===== src/hdl/vic_pkg.sv =====
// constants and types of the virtual interrupt interface register block
package vic_pkg;

	// ----------------------------------------------------------------
	// access encoding
	// ----------------------------------------------------------------
	localparam int OP0_W = 2;
	localparam int OP1_W = 3;
	localparam int CRN_W = 5;     // wide enough for the hypervisor group 1 CRn of 19
	localparam int CRM_W = 4;
	localparam int OP2_W = 3;
	localparam int DATA_W = 32;

	typedef struct packed {
		logic [OP0_W-1:0] op0;
		logic [OP1_W-1:0] op1;
		logic [CRN_W-1:0] crn;
		logic [CRM_W-1:0] crm;
		logic [OP2_W-1:0] op2;
	} vic_enc_s;

	localparam vic_enc_s ENC_VAP0 = '{2'h3, 3'h0, 5'h0C, 4'h8, 3'h4};
	localparam vic_enc_s ENC_VAP1 = '{2'h3, 3'h0, 5'h0C, 4'h9, 3'h0};
	localparam vic_enc_s ENC_BPR0 = '{2'h3, 3'h0, 5'h0C, 4'h8, 3'h3};
	localparam vic_enc_s ENC_BPR1 = '{2'h3, 3'h0, 5'h0C, 4'hC, 3'h3};
	localparam vic_enc_s ENC_CTLR = '{2'h3, 3'h0, 5'h0C, 4'hC, 3'h4};
	localparam vic_enc_s ENC_HAP1 = '{2'h3, 3'h0, 5'h13, 4'h9, 3'h0};
	localparam vic_enc_s ENC_TOP_EN = '{2'h3, 3'h6, 5'h0C, 4'hC, 3'h5};

	typedef enum logic [3:0] {
		VIC_REG_NONE,
		VIC_REG_TOP_EN,
		VIC_REG_VAP0,
		VIC_REG_VAP1,
		VIC_REG_HAP0,
		VIC_REG_HAP1,
		VIC_REG_BPR0,
		VIC_REG_BPR1,
		VIC_REG_CTLR
	} vic_reg_e;

	// ----------------------------------------------------------------
	// field positions and fixed values
	// ----------------------------------------------------------------
	localparam int TOP_LOWER_OK_BIT = 3;
	localparam int TOP_NBYP_BIT     = 2;
	localparam int TOP_FBYP_BIT     = 1;
	localparam int TOP_PATH_BIT     = 0;

	localparam int BP_W = 3;
	localparam logic [BP_W-1:0] BP0_MIN    = 3'h2;
	localparam logic [BP_W-1:0] BP1_S_MIN  = 3'h2;
	localparam logic [BP_W-1:0] BP1_NS_MIN = 3'h3;
	localparam logic [BP_W-1:0] BP_SAT     = 3'h7;
	localparam logic [BP_W-1:0] BP_ONE     = 3'h1;

	localparam int CTLR_AFF3_BIT  = 15;
	localparam int CTLR_SERR_BIT  = 14;
	localparam int CTLR_IDB_LSB   = 11;
	localparam int CTLR_PRIB_LSB  = 8;
	localparam int CTLR_EOIM_BIT  = 1;
	localparam int CTLR_CBPR_BIT  = 0;
	localparam logic       CTLR_AFF3_VAL = 1'h1;
	localparam logic       CTLR_SERR_VAL = 1'h0;
	localparam logic [2:0] CTLR_IDB_VAL  = 3'h0;
	localparam logic [2:0] CTLR_PRIB_VAL = 3'h4;

	localparam logic [DATA_W-1:0] APR_RESET = 32'h0000_0000;
	localparam int PRIO_W    = 8;
	localparam int PRIO_STEP = 8;   // priority of bitmap bit n is n times this

endpackage


===== src/hdl/vic_dec_if.sv =====
// carrier between the register block and its access decoder
`timescale 1ns/100ps
interface vic_dec_if;
	vic_pkg::vic_enc_s enc;
	logic              hyp;
	vic_pkg::vic_reg_e sel;

	modport dec (
		input  enc,
		input  hyp,
		output sel
	);
	modport regs (
		output enc,
		output hyp,
		input  sel
	);
endinterface


===== src/hdl/vic_decode.sv =====
// system register access decoder for the virtual interrupt interface block
`timescale 1ns/100ps
module vic_decode (
	vic_dec_if.dec d
);

	// ----------------------------------------------------------------
	// encoding match
	// ----------------------------------------------------------------
	// the group 0 bitmap encoding is shared by the virtual and hypervisor
	// copies; the access level picks which one answers
	always_comb begin
		d.sel = vic_pkg::VIC_REG_NONE;
		if (d.enc == vic_pkg::ENC_VAP0) begin
			d.sel = d.hyp ? vic_pkg::VIC_REG_HAP0 : vic_pkg::VIC_REG_VAP0; // RULE18
		end else if (d.enc == vic_pkg::ENC_VAP1) begin
			d.sel = vic_pkg::VIC_REG_VAP1; // RULE18
		end else if (d.enc == vic_pkg::ENC_HAP1) begin
			d.sel = vic_pkg::VIC_REG_HAP1; // RULE18
		end else if (d.enc == vic_pkg::ENC_BPR0) begin
			d.sel = vic_pkg::VIC_REG_BPR0; // RULE18
		end else if (d.enc == vic_pkg::ENC_BPR1) begin
			d.sel = vic_pkg::VIC_REG_BPR1; // RULE18
		end else if (d.enc == vic_pkg::ENC_CTLR) begin
			d.sel = vic_pkg::VIC_REG_CTLR; // RULE18
		end else if (d.enc == vic_pkg::ENC_TOP_EN) begin
			d.sel = vic_pkg::VIC_REG_TOP_EN; // RULE18
		end
	end

endmodule


===== src/hdl/vic_regs.sv =====
// virtual interrupt cpu interface system registers, top module
// ----------------------------------------------------------------
// Notes on behaviour
// (RULE1) top enable bit 3 reads one, writes ignored, lower levels never trap
// (RULE2) top enable bit 2 set disables normal interrupt bypass
// (RULE3) top enable bit 1 set disables fast interrupt bypass
// (RULE4) top enable bit 0 reads one, writes ignored; only system register path
// (RULE5) bitmaps are 32 bits; bit n means active at priority n times eight
// (RULE6) virtual group 0 bitmap is read/write, resets to zero
// (RULE7) virtual group 1 bitmap is read/write, resets to zero
// (RULE8) hypervisor group 0 bitmap is read/write, resets to zero
// (RULE9) hypervisor group 1 bitmap is read/write, resets to zero
// (RULE10) group 0 split point in bits 2..0, minimum 2, upper bits zero
// (RULE11) group 1 split point minimum 2 secure copy, 3 non-secure copy
// (RULE12) control register affinity level 3 field reads one
// (RULE13) control register system error support field reads zero
// (RULE14) control register identifier width field reads zero, 16 bits
// (RULE15) control register priority width field reads four, 5 bits
// (RULE16) end of interrupt mode bit selects drop plus deactivate or drop only
// (RULE17) shared split bit: group 1 reads group 0 plus one, writes ignored
// (RULE18) registers reached by op0, op1, CRn, CRm, op2 encoding
// (RULE19) reserved fields read zero and ignore writes
// ----------------------------------------------------------------
`timescale 1ns/100ps
module vic_regs #(
	parameter int APR_W = 32
) (
	input  wire logic                        clk,
	input  wire logic                        rst,
	input  wire logic                        ce,
	input  wire logic                        acc_valid,
	input  wire logic                        acc_write,
	input  wire logic                        acc_hyp,
	input  wire logic                        acc_secure,
	input  wire logic [vic_pkg::OP0_W-1:0]   acc_op0,
	input  wire logic [vic_pkg::OP1_W-1:0]   acc_op1,
	input  wire logic [vic_pkg::CRN_W-1:0]   acc_crn,
	input  wire logic [vic_pkg::CRM_W-1:0]   acc_crm,
	input  wire logic [vic_pkg::OP2_W-1:0]   acc_op2,
	input  wire logic [vic_pkg::DATA_W-1:0]  acc_wdata,
	output logic                             acc_done,
	output logic                             acc_undef,
	output logic [vic_pkg::DATA_W-1:0]       acc_rdata,
	output logic                             sysreg_path_on,
	output logic                             normal_irq_bypass_off,
	output logic                             fast_irq_bypass_off,
	output logic                             virt_end_of_irq_mode,
	output logic                             virt_shared_split_point,
	output logic [vic_pkg::BP_W-1:0]         grp0_split_point,
	output logic [vic_pkg::BP_W-1:0]         grp1_split_point,
	output logic                             grp0_active,
	output logic [vic_pkg::PRIO_W-1:0]       grp0_running_prio,
	output logic                             grp1_active,
	output logic [vic_pkg::PRIO_W-1:0]       grp1_running_prio
);

	// ----------------------------------------------------------------
	// elaboration check
	// ----------------------------------------------------------------
	// bitmap width is tied to the 5-bit priority; other widths would
	// break the bit-to-priority step
	if (APR_W != 32) begin : g_bad_width
		$error("vic_regs: APR_W must be 32");
	end

	// ----------------------------------------------------------------
	// helpers
	// ----------------------------------------------------------------
	// raise a written split point to the implemented minimum
	function automatic logic [vic_pkg::BP_W-1:0] clamp_bp(
		input logic [vic_pkg::BP_W-1:0] v,
		input logic [vic_pkg::BP_W-1:0] lo
	);
		clamp_bp = (v < lo) ? lo : v;
	endfunction

	// group 1 view under the shared split point: group 0 plus one, saturating
	function automatic logic [vic_pkg::BP_W-1:0] bp_plus_one(
		input logic [vic_pkg::BP_W-1:0] v
	);
		bp_plus_one = (v == vic_pkg::BP_SAT) ? vic_pkg::BP_SAT : v + vic_pkg::BP_ONE;
	endfunction

	// highest active priority is the lowest set bit, scaled by the step
	function automatic logic [vic_pkg::PRIO_W-1:0] run_prio(
		input logic [APR_W-1:0] m
	);
		logic [vic_pkg::PRIO_W-1:0] p;
		p = '0;
		for (int i = APR_W - 1; i >= 0; i--) begin
			if (m[i]) begin
				p = vic_pkg::PRIO_W'(i * vic_pkg::PRIO_STEP); // RULE5
			end
		end
		run_prio = p;
	endfunction

	// ----------------------------------------------------------------
	// decode
	// ----------------------------------------------------------------
	vic_dec_if dif ();

	// hand the access encoding to the decoder
	assign dif.enc = '{acc_op0, acc_op1, acc_crn, acc_crm, acc_op2};
	assign dif.hyp = acc_hyp;

	vic_decode u_dec (
		.d (dif)
	);

	// ----------------------------------------------------------------
	// register state
	// ----------------------------------------------------------------
	logic                      nbyp_r,    nbyp_nxt;
	logic                      fbyp_r,    fbyp_nxt;
	logic [APR_W-1:0]          vap0_r,    vap0_nxt;
	logic [APR_W-1:0]          vap1_r,    vap1_nxt;
	logic [APR_W-1:0]          hap0_r,    hap0_nxt;
	logic [APR_W-1:0]          hap1_r,    hap1_nxt;
	logic [vic_pkg::BP_W-1:0]  bp0_r,     bp0_nxt;
	logic [vic_pkg::BP_W-1:0]  bp1s_r,    bp1s_nxt;
	logic [vic_pkg::BP_W-1:0]  bp1ns_r,   bp1ns_nxt;
	logic                      eoim_r,    eoim_nxt;
	logic                      cbpr_r,    cbpr_nxt;
	logic                      done_r,    done_nxt;
	logic                      undef_r,   undef_nxt;
	logic [vic_pkg::DATA_W-1:0] rdata_r,  rdata_nxt;

	logic                      wr;
	logic [vic_pkg::BP_W-1:0]  bp1_own;
	logic [vic_pkg::DATA_W-1:0] rd_val;

	assign wr      = acc_valid && acc_write;
	assign bp1_own = acc_secure ? bp1s_r : bp1ns_r;

	// ----------------------------------------------------------------
	// read value
	// ----------------------------------------------------------------
	// every bit not named below reads zero
	always_comb begin
		rd_val = '0; // RULE19
		unique case (dif.sel)
			vic_pkg::VIC_REG_NONE: begin
				rd_val = '0;
			end
			vic_pkg::VIC_REG_TOP_EN: begin
				rd_val[vic_pkg::TOP_LOWER_OK_BIT] = 1'b1; // RULE1
				rd_val[vic_pkg::TOP_NBYP_BIT]     = nbyp_r; // RULE2
				rd_val[vic_pkg::TOP_FBYP_BIT]     = fbyp_r; // RULE3
				rd_val[vic_pkg::TOP_PATH_BIT]     = 1'b1; // RULE4
			end
			vic_pkg::VIC_REG_VAP0: begin
				rd_val = vap0_r; // RULE6
			end
			vic_pkg::VIC_REG_VAP1: begin
				rd_val = vap1_r; // RULE7
			end
			vic_pkg::VIC_REG_HAP0: begin
				rd_val = hap0_r; // RULE8
			end
			vic_pkg::VIC_REG_HAP1: begin
				rd_val = hap1_r; // RULE9
			end
			vic_pkg::VIC_REG_BPR0: begin
				rd_val[vic_pkg::BP_W-1:0] = bp0_r; // RULE10
			end
			vic_pkg::VIC_REG_BPR1: begin
				if (cbpr_r) begin
					rd_val[vic_pkg::BP_W-1:0] = bp_plus_one(bp0_r); // RULE17
				end else begin
					rd_val[vic_pkg::BP_W-1:0] = bp1_own; // RULE11
				end
			end
			vic_pkg::VIC_REG_CTLR: begin
				rd_val[vic_pkg::CTLR_AFF3_BIT] = vic_pkg::CTLR_AFF3_VAL; // RULE12
				rd_val[vic_pkg::CTLR_SERR_BIT] = vic_pkg::CTLR_SERR_VAL; // RULE13
				rd_val[vic_pkg::CTLR_IDB_LSB +: 3]  = vic_pkg::CTLR_IDB_VAL; // RULE14
				rd_val[vic_pkg::CTLR_PRIB_LSB +: 3] = vic_pkg::CTLR_PRIB_VAL; // RULE15
				rd_val[vic_pkg::CTLR_EOIM_BIT] = eoim_r; // RULE16
				rd_val[vic_pkg::CTLR_CBPR_BIT] = cbpr_r; // RULE17
			end
		endcase
	end

	// ----------------------------------------------------------------
	// next state
	// ----------------------------------------------------------------
	// fixed and reserved bits have no storage, so writes to them vanish
	always_comb begin
		nbyp_nxt  = nbyp_r;
		fbyp_nxt  = fbyp_r;
		vap0_nxt  = vap0_r;
		vap1_nxt  = vap1_r;
		hap0_nxt  = hap0_r;
		hap1_nxt  = hap1_r;
		bp0_nxt   = bp0_r;
		bp1s_nxt  = bp1s_r;
		bp1ns_nxt = bp1ns_r;
		eoim_nxt  = eoim_r;
		cbpr_nxt  = cbpr_r;
		done_nxt  = acc_valid;
		undef_nxt = acc_valid && (dif.sel == vic_pkg::VIC_REG_NONE);
		rdata_nxt = (acc_valid && !acc_write) ? rd_val : '0;
		if (wr) begin
			unique case (dif.sel)
				vic_pkg::VIC_REG_NONE: begin
					nbyp_nxt = nbyp_r;
				end
				vic_pkg::VIC_REG_TOP_EN: begin
					nbyp_nxt = acc_wdata[vic_pkg::TOP_NBYP_BIT]; // RULE2
					fbyp_nxt = acc_wdata[vic_pkg::TOP_FBYP_BIT]; // RULE3
				end
				vic_pkg::VIC_REG_VAP0: begin
					vap0_nxt = acc_wdata[APR_W-1:0]; // RULE6
				end
				vic_pkg::VIC_REG_VAP1: begin
					vap1_nxt = acc_wdata[APR_W-1:0]; // RULE7
				end
				vic_pkg::VIC_REG_HAP0: begin
					hap0_nxt = acc_wdata[APR_W-1:0]; // RULE8
				end
				vic_pkg::VIC_REG_HAP1: begin
					hap1_nxt = acc_wdata[APR_W-1:0]; // RULE9
				end
				vic_pkg::VIC_REG_BPR0: begin
					bp0_nxt = clamp_bp(acc_wdata[vic_pkg::BP_W-1:0], vic_pkg::BP0_MIN); // RULE10
				end
				vic_pkg::VIC_REG_BPR1: begin
					// while shared, group 1 writes are dropped
					if (!cbpr_r && acc_secure) begin
						bp1s_nxt = clamp_bp(acc_wdata[vic_pkg::BP_W-1:0],
							vic_pkg::BP1_S_MIN); // RULE11
					end else if (!cbpr_r) begin
						bp1ns_nxt = clamp_bp(acc_wdata[vic_pkg::BP_W-1:0],
							vic_pkg::BP1_NS_MIN); // RULE11
					end
				end
				vic_pkg::VIC_REG_CTLR: begin
					eoim_nxt = acc_wdata[vic_pkg::CTLR_EOIM_BIT]; // RULE16
					cbpr_nxt = acc_wdata[vic_pkg::CTLR_CBPR_BIT]; // RULE17
				end
			endcase
		end
	end

	// ----------------------------------------------------------------
	// registers
	// ----------------------------------------------------------------
	// clock enable low holds every flop, including the answer strobe
	always_ff @(posedge clk or posedge rst) begin
		if (rst) begin
			nbyp_r  <= 1'b0;
			fbyp_r  <= 1'b0;
			vap0_r  <= vic_pkg::APR_RESET; // RULE6
			vap1_r  <= vic_pkg::APR_RESET; // RULE7
			hap0_r  <= vic_pkg::APR_RESET; // RULE8
			hap1_r  <= vic_pkg::APR_RESET; // RULE9
			bp0_r   <= vic_pkg::BP0_MIN;
			bp1s_r  <= vic_pkg::BP1_S_MIN;
			bp1ns_r <= vic_pkg::BP1_NS_MIN;
			eoim_r  <= 1'b0;
			cbpr_r  <= 1'b0;
			done_r  <= 1'b0;
			undef_r <= 1'b0;
			rdata_r <= '0;
		end else if (ce) begin
			nbyp_r  <= nbyp_nxt;
			fbyp_r  <= fbyp_nxt;
			vap0_r  <= vap0_nxt;
			vap1_r  <= vap1_nxt;
			hap0_r  <= hap0_nxt;
			hap1_r  <= hap1_nxt;
			bp0_r   <= bp0_nxt;
			bp1s_r  <= bp1s_nxt;
			bp1ns_r <= bp1ns_nxt;
			eoim_r  <= eoim_nxt;
			cbpr_r  <= cbpr_nxt;
			done_r  <= done_nxt;
			undef_r <= undef_nxt;
			rdata_r <= rdata_nxt;
		end
	end

	// ----------------------------------------------------------------
	// outputs
	// ----------------------------------------------------------------
	// answer group
	assign acc_done  = done_r;
	assign acc_undef = undef_r;
	assign acc_rdata = rdata_r;

	// controls seen by the interrupt logic of the core
	assign sysreg_path_on          = 1'b1; // RULE4
	assign normal_irq_bypass_off   = nbyp_r; // RULE2
	assign fast_irq_bypass_off     = fbyp_r; // RULE3
	assign virt_end_of_irq_mode    = eoim_r; // RULE16
	assign virt_shared_split_point = cbpr_r;

	// split point actually used for preemption of each virtual group;
	// with no access to tell the state, group 1 shows the non-secure copy, or group 0 while shared
	assign grp0_split_point = bp0_r;
	assign grp1_split_point = cbpr_r ? bp0_r : bp1ns_r; // RULE17

	// running priority of each virtual group from its bitmap
	assign grp0_active       = |vap0_r;
	assign grp0_running_prio = run_prio(vap0_r); // RULE5
	assign grp1_active       = |vap1_r;
	assign grp1_running_prio = run_prio(vap1_r); // RULE5

endmodule


===== config.mk =====
export PLATFORM = sky130hd
export DESIGN_NAME = vic_regs
export DESIGN_NICKNAME = d
export VERILOG_FILES = /design/src/hdl/vic_pkg.sv /design/src/hdl/vic_dec_if.sv /design/src/hdl/vic_decode.sv /design/src/hdl/vic_regs.sv
export SDC_FILE = /design/constraint.sdc
export NUM_CORES = 1
export LEC_CHECK = 0
export BUFFER_PORTS_ARGS = -buffer_cell sky130_fd_sc_hd__clkbuf_2
export CAP_MARGIN = 10
export CORE_ASPECT_RATIO = 0.9
export CORE_MARGIN = 4
export CORE_UTILIZATION = 40
export CTS_CLUSTER_DIAMETER = 60
export DETAILED_ROUTE_END_ITERATION = 10
export MAX_ROUTING_LAYER = met4
export PLACE_DENSITY = 0.67
export SYNTH_ARGS = -nofsm -noshare
export SYNTH_HDL_FRONTEND = slang
export SYNTH_SLANG_ARGS = --single-unit

===== constraint.sdc =====
create_clock -name clk -period 15.8 [get_ports clk]
set_input_delay 3.16 -clock clk [delete_from_list [all_inputs] [get_ports clk]]
set_output_delay 3.16 -clock clk [all_outputs]
set_load 0.02 [all_outputs]

==> metrics.yaml <==
clock_sinks: 175
r2r_end: "bp1ns_r[2]$_DFFE_PP0P_"
finalNetCount: 900
ys_dominant_reg_cell: "dfrtp_1"
path_class: "input port to register"
cp-end-kind: "register"
synth_cell_types: 59
pin_count: 119
cts-root-buf: "clkbuf_16"
die_x_um: 162.4
holdBufCountCts: 0
post_drt_wl_per_cell_um: 19.66
cp.required_ps: 16100
grt_max_degree: 106
clock_latency_ps: 420
critPathLaunch: "acc_op2[1]"
synthMuxAreaShare_pct: 18.74
synth.avg_cell_area_um2: 11.55
yosysSeqAreaShare_pct: 51.09
rows: 50
finalPower_uw: 926.5
fillers: 1907
die-area_um2: 23860
wl_mm: 22.42
ctsHtreeMaxLevel: 4
synthSimpleGateAreaFrac_pct: 11.26
antenna_found_initial: 0
post_cts_buffers: 0
status: "finished clean"
grt_setup_unrepaired: "no"
num_vias: 6496
drive_gt1_share_pct: 34.78
p_clk_share_pct: 48.1
final-setup-viol-count: 0
reg2regPathDepth: 3
p_leak_nw: 4.805
finalSetupTns_ps: 0
synth_top_family_by_area: "multiplexers"
finalMaxSlewViolations: 0
finalHoldViolations: 0
fin_skew_ps: 6.723
overflow: 0
ys_seq_elements: 175
die_h_um: 147.0
seq_power_share_pct: 48.5
power_frac_comb_pct: 3.4
remaining_drc_errors: 0
max_slew_margin_pct: 20.71
peakVddDrop_uv: 60.35
cp-start-kind: "input port"
fin_crit_ps: 6305
core-area_um2: 20960
viasPerCell: 5.698
async_flop_share_pct: 100.0
first_pass_iters: 7
endpoint: "vap0_r[29]$_DFFE_PP0P_"
grt_pass1_wl_mm: 35.86
synth_area_leader_cell: "dfrtp_1"
grt_pass1_vias: 6419
power_switching_uw: 190.9
synth_edf_count: 0
worst_slew_pin_slew_ps: 1189
tritoncts.num_buffers: 17
synth-xor-area-share_pct: 0
min_path_type: "register to register"
sw_frac_of_total_pct: 20.60
initial_core_util_pct: 40.94
synth_area_um2: 8581
diodes: 0
maxCapViolCount: 0
ys_top_cells_by_area: "dfrtp_1, mux2_2, mux2_4"
drt_iter0_markers: 608
timing.final.crit_share_pct: 39.90
cp_max_fo: 34
synth_compound_area_share_pct: 14.89
netlist_top_cells_count: "dfrtp_1, mux2_2, nand2_1"
place.port_buffers: 111
clk_pin_slew_ps: 60
synth_adder_area_share_pct: 0.1458
cts_buffer_depth: 2
r2r_slack_ps: 13860
ant_nets: 0
synth_top_area_share_pct: 49.87
p_per_area_nw_per_um2: 92.73
synth_cells: 743
gp_congestion: 0.9252
grt.total_usage_pct: 19.40
worstPathArrival_ps: 6600
cts_resized: 0
synth_warnings: 0
intPower_uw: 735.6
max_freq_mhz: 158.6
dp_hpwl_mm: 15.61
areaGrowthSynthToFinish_pct: 16.43
placed_cells: 1110
instances_no_fill: 1140
tritoncts: "built"
rr_startpoint: "virt_shared_split_point$_DFFE_PP0P_"
synth.most_common_cell: "dfrtp_1"
## metal layers
layer  part of all wire, %  GRT usage [%]
met2                    46          29.35
met5                     0              -
met1                    47          27.38
met3                   6.0          3.562
met4                   1.3          4.482
## per-stage QoR
stage	hold slack [ps]	worst slack (ps)	area, µm²	util, %
after floorplan	444.4	7901	8600	-
after global placement	463.2	9171	9366	44.69
after detailed placement	476.8	9119	9366	44.69
after CTS	493.1	9558	9991	47.67
after global routing	505.6	9394	9991	47.67
final	489.4	9495	9991	47.67
## layout make-up
cell class / instances / area [µm²] / area share [%]
sequential: 175 / 4384 / 43.88
clock buffer: 19 / 432.9 / 4.333
tap: 286 / 357.8 / 3.582
multi-input combinational: 506 / 3910 / 39.14
timing repair buffer: 120 / 623.1 / 6.237
inverter: 23 / 91.34 / 0.9142
clock inverter: 11 / 191.4 / 1.916
## power groups by stage
stage                     Clock [mW]  Sequential [mW]  Combinational (mW)
after floorplan                    0            0.458              0.0154
after global placement             0            0.457              0.0316
after global routing           0.472            0.449              0.0356
final                          0.446            0.449              0.0316
after detailed placement           0            0.457              0.0321
after CTS                      0.455            0.449              0.0322
## flip-flops by register name, summed over array words and instances (netlist names)
| name | flops |
|---|---|
| hap1_r | 32 |
| virt_end_of_irq_mode | 1 |
| fast_irq_bypass_off | 1 |
| bp1s_r | 3 |
| acc_done | 1 |
| bp1ns_r | 3 |
| vap0_r | 32 |
| hap0_r | 32 |
| virt_shared_split_point | 1 |
| vap1_r | 32 |
| acc_rdata | 32 |
| acc_undef | 1 |
| grp0_split_point | 3 |
| normal_irq_bypass_off | 1 |
## worst min path at each step
stage                     cells past startpoint                       from                         to  slack, ps
final                                         1  acc_rdata[21]$_DFFE_PP0P_  acc_rdata[21]$_DFFE_PP0P_        490
after global routing                          1  acc_rdata[15]$_DFFE_PP0P_  acc_rdata[15]$_DFFE_PP0P_        510
after CTS                                     2      bp1s_r[0]$_DFFE_PP0P_      bp1s_r[0]$_DFFE_PP0P_        490
after detailed placement                      1   acc_rdata[5]$_DFFE_PP0P_   acc_rdata[5]$_DFFE_PP0P_        480
after global placement                        2      bp1s_r[0]$_DFFE_PP0P_      bp1s_r[0]$_DFFE_PP0P_        460
after floorplan                               2      bp1s_r[0]$_DFFE_PP0P_      bp1s_r[0]$_DFFE_PP0P_        440
## worst max-delay path: stages
cell and delay (ps):
clkbuf_2 120, or3b_4 430, nor3_1 400, and3_1 220, buf_4 390, or2_2 260, nor3_4 50, buf_4 250
nand2b_2 870, mux2_2 420
## logic make-up (layout without fill, tap and decap cells)
logic type               count (synthesis)  in the layout
adder cells (fa/ha/maj)                  1              1
AND/OR/NAND/NOR                        192            192
AO/OA/AOI/OAI                          173            173
other                                    2              7
multiplexers                           133            133
flip-flops                             175            175
buffers and inverters                   67            173
## cells in the final DEF (no fill, tap or decap), drive strengths merged, types with 7 or more instances in the layout
cell type	n
buf	9
clkbuf	130
a21boi	22
nand2	56
nor3	17
conb	7
o2bb2ai	23
nor2b	7
o21ai	22
a222oi	28
nor2	45
dfrtp	171
and3	7
a21oi	37
mux2	131
nand3	19
inv	23
nor4	12
No activity file was read; power rests on OpenSTA's default activity.
